**config.mk**
```make
export PLATFORM = sky130hd
export DESIGN_NAME = st_line_activation_fsm
export DESIGN_NICKNAME = d
export VERILOG_FILES = /design/src/st_act_pkg.sv /design/src/st_line_activation_fsm.sv
export SDC_FILE = /design/constraint.sdc
export NUM_CORES = 1
export LEC_CHECK = 0
export BUFFER_PORTS_ARGS = -buffer_cell sky130_fd_sc_hd__buf_4
export CAP_MARGIN = 25
export CORE_UTILIZATION = 60
export DETAILED_ROUTE_END_ITERATION = 12
export GPL_ROUTABILITY_DRIVEN = 1
export PLACE_DENSITY_LB_ADDON = 0.12
export SLEW_MARGIN = 15
export SYNTH_ARGS = -nofsm -noshare
export SYNTH_HDL_FRONTEND = slang
export SYNTH_SLANG_ARGS = --single-unit
export TNS_END_PERCENT = 20
```
**constraint.sdc**
```tcl
create_clock -name core_clk -period 7.8 [get_ports core_clk]
set_clock_uncertainty 0.2 [all_clocks]
set_input_delay 0 -clock core_clk [delete_from_list [all_inputs] [get_ports core_clk]]
set_output_delay 0 -clock core_clk [all_outputs]
set_load 0.03 [all_outputs]
```
**src/st_act_pkg.sv**
```systemverilog
package st_act_pkg;
   localparam logic [3:0] CMD_DEACT_REQ  = 4'h0;
   localparam logic [3:0] CMD_CLEAR      = 4'h1;
   localparam logic [3:0] CMD_SSP        = 4'h2;
   localparam logic [3:0] CMD_SCP        = 4'h3;
   localparam logic [3:0] CMD_UNSYNC     = 4'h4;
   localparam logic [3:0] CMD_ACT_REQ    = 4'h8;
   localparam logic [3:0] CMD_LOOP_REQ   = 4'ha;
   localparam logic [3:0] CMD_SWITCH     = 4'hc;
   localparam logic [3:0] CMD_LOOP_IND   = 4'he;
   localparam logic [3:0] CMD_DEACT_CONF = 4'hf;
   localparam logic [3:0] IND_TIMING     = 4'h0;
   localparam logic [3:0] IND_UNSYNC     = 4'h4;
   localparam logic [3:0] IND_ACT_REQ    = 4'h8;
   localparam logic [3:0] IND_CODE_VIOL  = 4'hb;
   localparam logic [3:0] IND_SYNC_DONE  = 4'hc;
   localparam logic [3:0] IND_DEACT_DONE = 4'hf;
   localparam logic [3:0] IND_NONE       = 4'h6;
   localparam int         CLK_HZ         = 10000000;
   localparam int         INFO0_MS       = 16;
   localparam int         DEACT_MS       = 32;
   localparam int         INFO0_CYC      = CLK_HZ / 1000 * INFO0_MS;
   localparam int         DEACT_CYC      = CLK_HZ / 1000 * DEACT_MS;
   localparam int         TMR_W          = 20;

   typedef enum logic [2:0] {
      TX_INFO0  = 3'h0,
      TX_INFO2  = 3'h2,
      TX_INFO4  = 3'h4,
      TX_SINGLE = 3'h5,
      TX_CONT   = 3'h6
   } tx_info_t;

   typedef enum logic [3:0] {
      ST_RESET     = 4'h0,
      ST_DEACT     = 4'h1,
      ST_I0_DET    = 4'h2,
      ST_PEND_ACT  = 4'h3,
      ST_WAIT_SW   = 4'h4,
      ST_ACTIVE    = 4'h5,
      ST_LOST_LINE = 4'h6,
      ST_LOST_UP   = 4'h7,
      ST_PEND_DEA  = 4'h8,
      ST_WAIT_DR   = 4'h9,
      ST_TEST_SP   = 4'ha,
      ST_TEST_CP   = 4'hb
   } act_state_t;

   typedef struct packed {
      logic info0Det;
      logic levelDet;
      logic info3Det;
      logic rxSync;
      logic codeViol;
   } line_rx_t;

   typedef struct packed {
      tx_info_t txInfo;
      logic     loopClosed;
      logic     transparent;
      logic     clockStop;
   } line_tx_t;
endpackage : st_act_pkg

```
**src/st_line_activation_fsm.sv**
```systemverilog
`timescale 1ns/1ps
module st_line_activation_fsm #(
   parameter int INFO0_CYCLES = st_act_pkg::INFO0_CYC,
   parameter int DEACT_CYCLES = st_act_pkg::DEACT_CYC
) (
   // Clock and reset
   input  wire logic                 core_clk,
   input  wire logic                 sys_rst,
   // Configuration
   input  wire logic                 networkTermMode,
   input  wire logic                 codeViolationCheckEnable,
   input  wire logic                 clockStopSelect,
   // Command/indicate channel
   input  wire logic [3:0]           ciCmd,
   output logic      [3:0]           ciInd,
   // Line receiver status and transmit control
   input  wire st_act_pkg::line_rx_t lineRx,
   output st_act_pkg::line_tx_t      lineTx,
   output st_act_pkg::act_state_t    actState
);
   typedef st_act_pkg::act_state_t state_t;

   state_t                 state_r;
   state_t                 stateNxt;
   logic [st_act_pkg::TMR_W-1:0] deaTmr_r;
   logic [st_act_pkg::TMR_W-1:0] i0Tmr_r;
   logic [3:0]             indNxt;
   st_act_pkg::line_tx_t   txNxt;

   wire  nt       = networkTermMode;
   wire  inTest   = (state_r == st_act_pkg::ST_TEST_SP) || (state_r == st_act_pkg::ST_TEST_CP);
   wire  cmdLoop  = (ciCmd == st_act_pkg::CMD_LOOP_REQ);
   wire  i0Done   = i0Tmr_r >= INFO0_CYCLES[st_act_pkg::TMR_W-1:0] - 1'b1;
   wire  deaDone  = deaTmr_r >= DEACT_CYCLES[st_act_pkg::TMR_W-1:0] - 1'b1;
   wire  cvReport = codeViolationCheckEnable && lineRx.codeViol;

   // Clear, test and deactivation request commands first, then per-state transitions
   always_comb begin
      stateNxt = state_r;
      if (ciCmd == st_act_pkg::CMD_CLEAR) begin
         stateNxt = st_act_pkg::ST_RESET;
      end else if (ciCmd == st_act_pkg::CMD_SSP && !inTest) begin
         stateNxt = st_act_pkg::ST_TEST_SP;
      end else if (ciCmd == st_act_pkg::CMD_SCP && !inTest) begin
         stateNxt = st_act_pkg::ST_TEST_CP;
      end else if (ciCmd == st_act_pkg::CMD_DEACT_REQ &&
                   state_r != st_act_pkg::ST_PEND_DEA && state_r != st_act_pkg::ST_WAIT_DR &&
                   (nt || state_r != st_act_pkg::ST_DEACT)) begin
         stateNxt = st_act_pkg::ST_PEND_DEA;
      end else begin
         unique case (state_r)
            st_act_pkg::ST_RESET, st_act_pkg::ST_TEST_SP, st_act_pkg::ST_TEST_CP: begin
               if (ciCmd == st_act_pkg::CMD_DEACT_CONF) stateNxt = st_act_pkg::ST_DEACT;
            end
            st_act_pkg::ST_DEACT: begin
               if (ciCmd == st_act_pkg::CMD_ACT_REQ || cmdLoop)
                  stateNxt = st_act_pkg::ST_PEND_ACT;
               else if (lineRx.info0Det)
                  stateNxt = nt ? st_act_pkg::ST_I0_DET : st_act_pkg::ST_PEND_ACT;
            end
            st_act_pkg::ST_I0_DET: begin
               if (ciCmd == st_act_pkg::CMD_ACT_REQ || cmdLoop)
                  stateNxt = st_act_pkg::ST_PEND_ACT;
            end
            st_act_pkg::ST_PEND_ACT: begin
               if (lineRx.info3Det)
                  stateNxt = nt ? st_act_pkg::ST_WAIT_SW : st_act_pkg::ST_ACTIVE;
            end
            st_act_pkg::ST_WAIT_SW: begin
               if (ciCmd == st_act_pkg::CMD_SWITCH || ciCmd == st_act_pkg::CMD_LOOP_IND)
                  stateNxt = st_act_pkg::ST_ACTIVE;
            end
            st_act_pkg::ST_ACTIVE: begin
               if (!lineRx.rxSync)
                  stateNxt = st_act_pkg::ST_LOST_LINE;
               else if (nt && ciCmd == st_act_pkg::CMD_UNSYNC)
                  stateNxt = st_act_pkg::ST_LOST_UP;
            end
            st_act_pkg::ST_LOST_LINE: begin
               if (lineRx.info3Det && lineRx.rxSync)
                  stateNxt = nt ? st_act_pkg::ST_WAIT_SW : st_act_pkg::ST_ACTIVE;
            end
            st_act_pkg::ST_LOST_UP: begin
               if (ciCmd == st_act_pkg::CMD_SWITCH || ciCmd == st_act_pkg::CMD_LOOP_IND)
                  stateNxt = st_act_pkg::ST_ACTIVE;
            end
            st_act_pkg::ST_PEND_DEA: begin
               if (i0Done || deaDone) stateNxt = st_act_pkg::ST_WAIT_DR;
            end
            st_act_pkg::ST_WAIT_DR: begin
               if (ciCmd == st_act_pkg::CMD_DEACT_CONF) stateNxt = st_act_pkg::ST_DEACT;
            end
            default: stateNxt = st_act_pkg::ST_RESET;
         endcase
      end
   end

   // Indication and transmit selection for the next state
   always_comb begin
      indNxt = st_act_pkg::IND_NONE;
      txNxt  = '{txInfo: st_act_pkg::TX_INFO0, loopClosed: 1'b0, transparent: 1'b0,
                 clockStop: 1'b0};
      unique case (stateNxt)
         st_act_pkg::ST_DEACT: begin
            indNxt = nt ? st_act_pkg::IND_DEACT_DONE : st_act_pkg::IND_TIMING;
            txNxt.clockStop = clockStopSelect;
         end
         st_act_pkg::ST_I0_DET: indNxt = st_act_pkg::IND_ACT_REQ;
         st_act_pkg::ST_PEND_ACT, st_act_pkg::ST_WAIT_SW, st_act_pkg::ST_LOST_UP: begin
            indNxt = lineRx.info0Det ? st_act_pkg::IND_ACT_REQ : st_act_pkg::IND_UNSYNC;
            txNxt.txInfo = st_act_pkg::TX_INFO2;
         end
         st_act_pkg::ST_ACTIVE: begin
            indNxt = st_act_pkg::IND_SYNC_DONE;
            txNxt.txInfo      = st_act_pkg::TX_INFO4;
            txNxt.transparent = 1'b1;
         end
         st_act_pkg::ST_LOST_LINE: begin
            indNxt = st_act_pkg::IND_UNSYNC;
            txNxt.txInfo = st_act_pkg::TX_INFO2;
         end
         st_act_pkg::ST_PEND_DEA: indNxt = st_act_pkg::IND_TIMING;
         st_act_pkg::ST_WAIT_DR:  indNxt = st_act_pkg::IND_DEACT_DONE;
         st_act_pkg::ST_TEST_SP:  txNxt.txInfo = st_act_pkg::TX_SINGLE;
         st_act_pkg::ST_TEST_CP:  txNxt.txInfo = st_act_pkg::TX_CONT;
         default: indNxt = st_act_pkg::IND_NONE;
      endcase
      // Loop 2 held while loop request stays applied in pending activation or active, or loop indication into active in network termination mode
      if (cmdLoop && (stateNxt == st_act_pkg::ST_PEND_ACT || stateNxt == st_act_pkg::ST_ACTIVE))
         txNxt.loopClosed = 1'b1;
      if (nt && ciCmd == st_act_pkg::CMD_LOOP_IND && stateNxt == st_act_pkg::ST_ACTIVE)
         txNxt.loopClosed = 1'b1;
      if (cvReport && stateNxt != st_act_pkg::ST_RESET && stateNxt != st_act_pkg::ST_WAIT_DR)
         indNxt = st_act_pkg::IND_CODE_VIOL;
      if (!lineRx.rxSync && lineRx.levelDet && stateNxt == st_act_pkg::ST_PEND_ACT)
         indNxt = st_act_pkg::IND_UNSYNC;
   end

   always_ff @(posedge core_clk or posedge sys_rst) begin
      if (sys_rst) begin
         state_r <= st_act_pkg::ST_RESET;
         ciInd   <= st_act_pkg::IND_NONE;
         lineTx  <= '{txInfo: st_act_pkg::TX_INFO0, loopClosed: 1'b0, transparent: 1'b0,
                      clockStop: 1'b0};
      end else begin
         state_r <= stateNxt;
         ciInd   <= indNxt;
         lineTx  <= txNxt;
      end
   end

   assign actState = state_r;

   // Deactivation timers run only in pending deactivation
   always_ff @(posedge core_clk or posedge sys_rst) begin
      if (sys_rst) begin
         deaTmr_r <= '0;
         i0Tmr_r  <= '0;
      end else if (state_r != st_act_pkg::ST_PEND_DEA) begin
         deaTmr_r <= '0;
         i0Tmr_r  <= '0;
      end else begin
         deaTmr_r <= deaTmr_r + 1'b1;
         i0Tmr_r  <= lineRx.info0Det ? i0Tmr_r + 1'b1 : '0;
      end
   end
endmodule : st_line_activation_fsm

```
Word level (Yosys, flattened, before mapping)
Cells that the tools add are included.
{"block": "totals", "register_bits": 54, "latchBits": 0, "ramBits": 0, "mem_bits_ro": 0, "in_bits": 14, "n_memories": 0}
{"block": "op_classes", "n_addsub": 2, "n_mul": 0, "div": 0, "magnitude_cmp": 2, "n_eq_ne": 35, "shift": 0, "muxes": 30, "bitwise_logic": 0, "reduce_logical": 30}
{"operator": "$mux W4", "n": 18}
{"operator": "$mux W20", "n": 3}
{"operator": "$eq A4 B4 Y1 const B", "n": 13}
{"operator": "$add A20 B1 Y20 const B", "n": 2}
{"operator": "$eq A4 B3 Y1 const B", "n": 9}
{"operator": "$pmux W4 S8", "n": 1}
{"operator": "$pmux W4 S7", "n": 1}
{"operator": "$eq A4 B2 Y1 const B", "n": 6}
{"operator": "$ge A20 B18 Y1 const B", "n": 1}
{"operator": "$ge A20 B19 Y1 const B", "n": 1}
{"operator": "$logic_and A1 B1 Y1", "n": 15}
{"operator": "$eq A4 B1 Y1 const B", "n": 3}
{"operator": "$ne A4 B4 Y1 const B", "n": 3}
{"operator": "$pmux W3 S4", "n": 1}
{"operator": "$logic_not A4 Y1", "n": 2}
{"operator": "$reduce_or A4 Y1", "n": 2}
{"operator": "$logic_or A1 B1 Y1", "n": 6}
{"operator": "$mux W1", "n": 6}
{"operator": "$ne A4 B1 Y1 const B", "n": 1}
{"operator": "$reduce_bool A4 Y1", "n": 1}
{"operator": "$reduce_or A3 Y1", "n": 1}
{"operator": "$logic_not A1 Y1", "n": 2}
{"operator": "$reduce_or A2 Y1", "n": 1}

Depth between registers and ports, before layout
Gate-level depths: netlist of run 1.
{"block": "logic_depth", "depth_word": 14, "ltp_mapped": 11, "mapped_depth_nobuf": 9}

Worst setup path after synthesis of run 1
OpenSTA, ideal clock, no wires.
{"block": "synth_timing", "kind": "reg2reg", "start": "register state_r (netlist bit actState[2])", "end": "register ciInd[2]", "setup_ps": 81, "t_arrival_ps": 2418, "slack_ps": 5102, "stages_incl_launch_ff": 10, "path_buffers": 1, "cell_sequence": "dfrtp_1 -> buf_4 -> nand3b_4 -> and4_1 -> a2111oi_0 -> nand4_2 -> nand2_4 -> inv_4 -> o311a_1 -> a32oi_1"}
{"item": "start, declared", "line": "st_line_activation_fsm.sv:23", "source": "state_t state_r;"}
{"item": "start signal, assigned", "line": "st_line_activation_fsm.sv:141", "source": "state_r <= st_act_pkg::ST_RESET;"}
{"item": "start signal, assigned", "line": "st_line_activation_fsm.sv:146", "source": "state_r <= stateNxt;"}
{"item": "end signal, assigned", "line": "st_line_activation_fsm.sv:142", "source": "ciInd <= st_act_pkg::IND_NONE;"}
{"item": "end signal, assigned", "line": "st_line_activation_fsm.sv:147", "source": "ciInd <= indNxt;"}
{"item": "end, declared", "line": "st_line_activation_fsm.sv:15", "source": "output logic [3:0] ciInd,"}

==> impl_metrics.csv, run 1 <==
group,metric,value,unit
setup_path,reg2reg_from,"actState[1]$_DFF_PP0_",
timing,tns,0,ns
timing,drv_slew,0,
drt,wl,6.753,mm
finish,antenna_cells,0,
power,p_leak,1.494,nW
placement,port_buffers,27,
setup_path,cp.arrival,4.01,ns
synthesis,async_flop_share,100.0,%
global_route,gr-usage-all-layers,26.98,%
floorplanning,start_util,63.59,%
floorplanning,dieArea,5429,um^2
cts,htreeDepth,2,
drt,firstDrtPassIters,4,
global_route,grt_antenna_before_repair,0,
drt,viasPerCell,5.886,
synthesis,synth_edf_count,0,
global_route,grt_pass1_wl,11.12,mm
synthesis,syn-num-nets,356,
global_route,overflow,0,
timing,setup_ws,3.847,ns
timing,slew_headroom,32.12,%
power,power.density,266.0,nW/um^2
cts,cts_resized,0,
drt,drt_drc_violations_left,0,
synthesis,syn_area,3083,um^2
cts,cts_tree,"done",
timing,min_period,3.953,ns
drt,vias,2590,
cts,cts_buffers,5,
min_path,hold_class,"input pin to register",
floorplanning,rows,25,
placement,gp_congestion,0.9072,
drt,wire_per_inst,15.35,um
timing,rsz0062_at_grt,"no",
floorplanning,die_y,73.68,um
synthesis,syn_inst,340,
floorplanning,die_w,73.68,um
placement,post-place-ws,4.441,ns
floorplanning,coreArea,4848,um^2
timing,setup_viol,0,
setup_path,worstSetupPathType,"register to register",
cts,clkSlewWorstSetupHoldPaths,0.09,ns
min_path,whs_endpoint,"ciInd[0]$_DFF_PP0_",
timing,final.period_utilization,50.68,%
timing,worst_pin_slew,1.014,ns
outcome,status,"completed",
drt,drtIter0Drc,205,
cts,cts.sinks,54,
finish,area_growth,14.45,%
cts,clkLatencyLatePin,0.32,ns
min_path,worst_hold_path.num_cells,4,
synthesis,synthFlopType,"dfrtp_1",
synthesis,ys_types,62,
timing,max_clock_freq,0.2530,GHz
setup_path,critPathRequiredTime,7.86,ns
placement,hpwl,4.749,mm
finish,fin_nets,388,
cts,clockBufferDepth,2,
setup_path,r2r_end,"ciInd[2]$_DFF_PP1_",
setup_path,worstPathMaxFanout,21,
setup_path,startpoint_type,"register",
global_route,grt_max_degree,55,
floorplanning,ios,28,
cts,root_buffer,"clkbuf_8",
setup_path,r2r_setup_slack,3.85,ns
synthesis,yosysWarnings,0,
min_path,hp-start,"networkTermMode",
finish,fillers,388,
power,ir_drop,0.0001673,V
flow_run,drv_cap,0,
finish,layout-drive-gt1-share,13.14,%
synthesis,syn_area_per_cell,9.068,um^2
setup_path,r2r_cells,9,
setup_path,cp-end-kind,"register",
drt,antenna_left,0,
synthesis,yosysSeqAreaShare,43.91,%
timing,hold_viol_final,0,
global_route,grt_pass1_vias,2449,
synthesis,ys_ff_latch,54,
stage by stage:
| step | std cells | cell area, um^2 | total power [mW] | hold slack [ns] | utilization, % |
|---|---|---|---|---|---|
| after global placement | 421 | 3309 | 0.7332 | 0.02430 | 68.26 |
| final | 440 | 3528 | 0.9387 | 0.03585 | 72.77 |
| after global routing | 440 | 3528 | 0.9899 | 0.05692 | 72.77 |
| after CTS | 440 | 3528 | 0.9362 | 0.03274 | 72.77 |
| after detailed placement | 421 | 3309 | 0.7383 | 0.03154 | 68.26 |
| after floorplan | 340 | 3083 | 0.6372 | -0.04696 | - |
flip-flops by register name, summed over array words and instances (netlist names):
signal,cells
actState,4
ciInd,4
deaTmr_r,20
i0Tmr_r,20
lineTx,6
final cells by class:
| class | instances | area (um^2) | area share [%] |
|---|---|---|---|
| Clock buffer | 5 | 68.82 | 1.950 |
| Timing Repair Buffer | 40 | 327.8 | 9.291 |
| Inverter | 10 | 40.04 | 1.135 |
| Clock inverter | 3 | 40.04 | 1.135 |
| Multi-Input combinational cell | 261 | 1614 | 45.74 |
| Tap cell | 67 | 83.83 | 2.376 |
| Sequential cell | 54 | 1354 | 38.37 |
power breakdown:
part	switching (mW)	internal (mW)
logic	0.247	0.147
registers	0.0422	0.314
clock network	0.0933	0.0946
total	0.383	0.556
how the worst max path moves through the flow:
stage / startpoint / cells after the start / slack (ns) / end
after floorplan: actState[2]$_DFF_PP0_ / 9 / 5.10 / ciInd[2]$_DFF_PP1_
after global placement: actState[1]$_DFF_PP0_ / 8 / 4.54 / ciInd[2]$_DFF_PP1_
after detailed placement: actState[1]$_DFF_PP0_ / 8 / 4.44 / ciInd[2]$_DFF_PP1_
after CTS: actState[1]$_DFF_PP0_ / 9 / 3.88 / ciInd[2]$_DFF_PP1_
after global routing: actState[1]$_DFF_PP0_ / 9 / 3.65 / ciInd[2]$_DFF_PP1_
final: actState[1]$_DFF_PP0_ / 9 / 3.85 / ciInd[2]$_DFF_PP1_
cells by family after synthesis:
logic type	share of synthesized area, %
AOI/OAI and AO/OA	13.43
xor gates and xnor gates	8.807
adders and majority gates	0.8116
buffers and inverters	3.734
DFF	43.91
muxes	0.6494
and+or+nand+nor	28.65
metal layers:
layer  GRT usage, %  vias up  share of wire (%)
met4          9.615        0                1.6
met1          36.77     1236                 46
met5              0        -                  0
met3          5.350       10                5.0
met2          42.81       63                 47
li1               -     1281                  -
Yosys cell counts (8+ instances only):
cell type	number	area, um^2
nand2_1	25	93.84
dfrtp_1	52	1301
nand3_1	16	80.08
nor3_1	8	40.04
o21ai_0	15	75.07
inv_1	9	33.78
xor2_1	18	157.7
nor2_1	48	180.2
or3_1	8	50.05
a21oi_1	14	70.07
xnor2_1	13	113.9
and3_1	9	56.30
nand4_1	14	87.58
layout by cell type (no fill, tap or decap), drive strengths merged, types with 2 or more instances in the layout:
| cell | netlist | layout |
|---|---|---|
| dfrtp | 52 | 52 |
| nor2 | 48 | 48 |
| buf | 9 | 29 |
| nand2 | 26 | 26 |
| xor2 | 18 | 18 |
| nand3 | 16 | 16 |
| o21ai | 16 | 16 |
| nand4 | 15 | 15 |
| a21oi | 14 | 14 |
| xnor2 | 13 | 13 |
| dlygate4sd3 | 0 | 11 |
| and3 | 10 | 10 |
| inv | 10 | 10 |
| nor3 | 8 | 8 |
| or3 | 8 | 8 |
| nor2b | 6 | 6 |
| nand2b | 5 | 5 |
| nor4 | 5 | 5 |
| clkbuf | 6 | 5 |
| a2111oi | 5 | 5 |
| and2 | 4 | 4 |
| a32oi | 4 | 4 |
| nand3b | 4 | 4 |
| nor4b | 3 | 3 |
| mux2i | 2 | 2 |
| o221ai | 2 | 2 |
| ha | 2 | 2 |
| dfstp | 2 | 2 |
| clkinv | 0 | 2 |
| a22o | 2 | 2 |
| and4 | 2 | 2 |
worst max-delay path, cell delays in order, from the launching register on:
cell           delay, ns
dfrtp_1             0.73
or4b_1              0.67
a21oi_1             0.10
a2111oi_0           0.48
nand4_2             0.30
nand2_4             0.21
inv_4               0.07
o311a_1             0.36
a32oi_1             0.17
dlygate4sd3_1       0.59
repair_timing:
action	CTS	global route
endpoints found under the hold margin	59	0
hold buffers	11	0
endpoints found under the setup margin	0	0
setup buffers	0	0
(Power assumes the default switching activity.)
==> run 2: changes to the inputs <==
--- a/config.mk
+++ b/config.mk
@@ -5,9 +5,10 @@
 export SDC_FILE = /design/constraint.sdc
 export NUM_CORES = 1
 export LEC_CHECK = 0
+export ABC_AREA = 1
 export BUFFER_PORTS_ARGS = -buffer_cell sky130_fd_sc_hd__buf_4
 export CAP_MARGIN = 25
-export CORE_UTILIZATION = 60
+export CORE_UTILIZATION = 59
 export DETAILED_ROUTE_END_ITERATION = 12
 export GPL_ROUTABILITY_DRIVEN = 1
 export PLACE_DENSITY_LB_ADDON = 0.12
==> constraint.sdc (replaced) <==
create_clock -name core_clk -period 4.03 [get_ports core_clk]
set_clock_uncertainty 0.2 [all_clocks]
set_input_delay 0 -clock core_clk [delete_from_list [all_inputs] [get_ports core_clk]]
set_output_delay 0 -clock core_clk [all_outputs]
set_load 0.03 [all_outputs]
==> impl_metrics.csv, run 2 <==
group,metric,value,unit
outcome,status,"completed",
placement,gp_congestion,0.9375,
finish,final_common_cell,"nand2_1",
timing,setup_viol,0,
synthesis,ys_types,35,
synthesis,yosysSeqAreaShare,44.16,%
cts,cts_setup_buffers,0,
synthesis,syn_inst,427,
setup_path,worstPathMaxFanout,6,
synthesis,synthTopCellsByCount,"92 x nand2_1, 72 x nor2_1, 57 x inv_1, 52 x dfrtp_1, 30 x nand3_1",
synthesis,yosysMostFrequentCell,"nand2_1",
timing,max_clock_freq,0.2749,GHz
cts,cts_buffers,5,
finish,fin_area,3577,um^2
global_route,grt_antenna_before_repair,0,
timing,hold_viol_final,0,
synthesis,ys_top_cells_by_area,"dfrtp_1 42%, nand2_1 11%, nor2_1 8.8%, inv_1 7.0%, nand3_1 4.9%",
synthesis,ys_ff_latch,54,
synthesis,async_flop_share,100.0,%
setup_path,cp-end-kind,"register",
min_path,hold_class,"input pin to register",
flow_run,drv_cap,0,
drt,firstDrtPassIters,5,
floorplanning,die_y,74.08,um
setup_path,startpoint_type,"register",
timing,final.period_utilization,90.28,%
finish,antenna_cells,0,
finish,layout-drive-gt1-share,12.66,%
placement,hpwl,4.908,mm
floorplanning,die_w,74.08,um
finish,fin_nets,489,
drt,antenna_left,0,
floorplanning,start_util,63.23,%
synthesis,yosysTopAreaCell,"dfrtp_1",
timing,drv_slew,0,
drt,wire_per_inst,12.58,um
finish,final_cell_mix,"92 x nand2_1, 71 x nor2_1, 56 x inv_1, 52 x dfrtp_1, 30 x nand3_1",
global_route,grt_pass1_vias,2894,
global_route,overflow,0,
timing,whs,0.1044,ns
power,ir_drop,0.0003921,V
floorplanning,coreArea,4848,um^2
setup_path,worstSetupPathType,"register to register",
timing,worst_pin_slew,0.6130,ns
timing,slew_headroom,59.09,%
synthesis,yosysWarnings,0,
placement,port_buffers,27,
placement,place_area,3348,um^2
finish,utilization,73.78,%
timing,min_period,3.638,ns
cts,clkSlewWorstSetupHoldPaths,0.10,ns
floorplanning,dieArea,5488,um^2
cts,cts.sinks,54,
global_route,gr-usage-all-layers,27.61,%
power,power.density,495.8,nW/um^2
cts,cts_tree,"done",
floorplanning,ios,28,
timing,rsz0062_at_grt,"no",
cts,htreeDepth,2,
synthesis,syn_area_per_cell,7.179,um^2
synthesis,syn_area,3065,um^2
global_route,grt_pass1_wl,11.74,mm
setup_path,cp.arrival,3.69,ns
cts,root_buffer,"clkbuf_8",
setup_path,critPathRequiredTime,4.08,ns
synthesis,synth_edf_count,0,
drt,drtIter0Drc,189,
cts,clkLatencyLatePin,0.31,ns
drt,wl,6.806,mm
power,p_leak,1.663,nW
cts,clockBufferDepth,2,
synthesis,synthFlopType,"dfrtp_1",
synthesis,syn-num-nets,443,
finish,top_regs,"deaTmr_r x20, i0Tmr_r x20, lineTx x6",
timing,tns,0,ns
finish,area_growth,16.69,%
floorplanning,rows,25,
drt,viasPerCell,5.455,
drt,vias,2951,
drt,drt_drc_violations_left,0,
synthesis,synth_top_area_share,42.45,%
global_route,grt_max_degree,43,
## run 2: cell types whose count changed after synthesis, moves of 9 or more
cell     delta
inv_1      +48
inv_2       +9
nand2_1    +67
nand3_1    +14
nor2_1     +24
nor3_1      +9
xnor2_1    -12
xor2_1     -17
## run 2: layout make-up
| type | count | area, um^2 |
|---|---|---|
| clock buffers | 6 | 72.57 |
| clock inverters | 2 | 13.76 |
| fillers | 402 | 1271 |
| inverters | 66 | 247.7 |
| multi-input cells | 304 | 1455 |
| flip-flops and latches | 54 | 1354 |
| well taps | 67 | 83.83 |
| repair buffers | 42 | 350.3 |
## run 2: metrics by stage
| stage | power (mW) | setup WS, ns | instances |
|---|---|---|---|
| floorplan | 1.226 | 1.666 | 427 |
| global placement | 1.421 | 1.443 | 519 |
| detailed placement | 1.426 | 1.358 | 519 |
| CTS | 1.760 | 0.3405 | 541 |
| global route | 1.903 | 0.08295 | 541 |
| finish | 1.774 | 0.3917 | 541 |
## run 2: path summary, 6_finish.rpt
kind,startpoint,end,slack (ns),cells after the start
worst max-delay path,i0Tmr_r[0]$_DFF_PP0_,lineTx[2]$_DFF_PP0_,0.39,21
worst min-delay path,ciCmd[0],lineTx[3]$_DFF_PP0_,0.10,6
worst max register to register,i0Tmr_r[0]$_DFF_PP0_,lineTx[2]$_DFF_PP0_,0.39,21
worst min register to register,deaTmr_r[0]$_DFF_PP0_,deaTmr_r[0]$_DFF_PP0_,0.28,1
max in group asynchronous,sys_rst,i0Tmr_r[7]$_DFF_PP0_,2.27,5
min in group asynchronous,sys_rst,ciInd[3]$_DFF_PP0_,0.56,4
## run 2: kinds of logic after synthesis
logic type	share of synthesized area (%)
AND/OR/NAND/NOR	35.96
buffers and inverters	8.449
XOR/XNOR	0.5715
flip-flops	44.16
adder cells (fa/ha/maj)	0.8162
AO/OA/AOI/OAI	10.04
## run 2: metal layers
layer / wire length, um / global-route usage, % / share of wire (%) / vias up
met2: 3514 / 51.31 / 52 / 93
met4: 96 / 10.68 / 1.4 / 0
met3: 309 / 5.149 / 4.5 / 13
met5: 0 / 0 / 0 / -
li1: - / - / - / 1472
met1: 2885 / 31.13 / 42 / 1373
## run 2: timing repair
item,4_1_cts,5_1_grt
hold buffers,14,0
endpoints found under the setup margin,0,1
endpoints found under the hold margin,64,0
gates resized for setup,0,1
## run 2: critical path: stages (launching register included)
cell	delay (ns)
dfrtp_1	0.39
ha_1	0.18
nand2_1	0.08
nor2_2	0.21
nand2_1	0.10
nand2_1	0.08
nand2_1	0.06
nand2_1	0.06
inv_1	0.04
nand2_1	0.07
nand2_1	0.06
nand2_1	0.08
nand2_1	0.04
nand2_1	0.13
nand2_2	0.13
nor2_4	0.15
nand2_1	0.11
inv_2	0.09
o2111ai_1	0.09
dlygate4sd3_1	0.57
o21ai_0	0.09
dlygate4sd3_1	0.57
## run 2: power breakdown
part	total, mW	internal (mW)	switching [mW]	leakage (nW)
combinational	0.818	0.276	0.543	0.881
sequential	0.652	0.609	0.0432	0.737
clock	0.304	0.123	0.181	0.0452
total	1.77	1.01	0.766	1.66
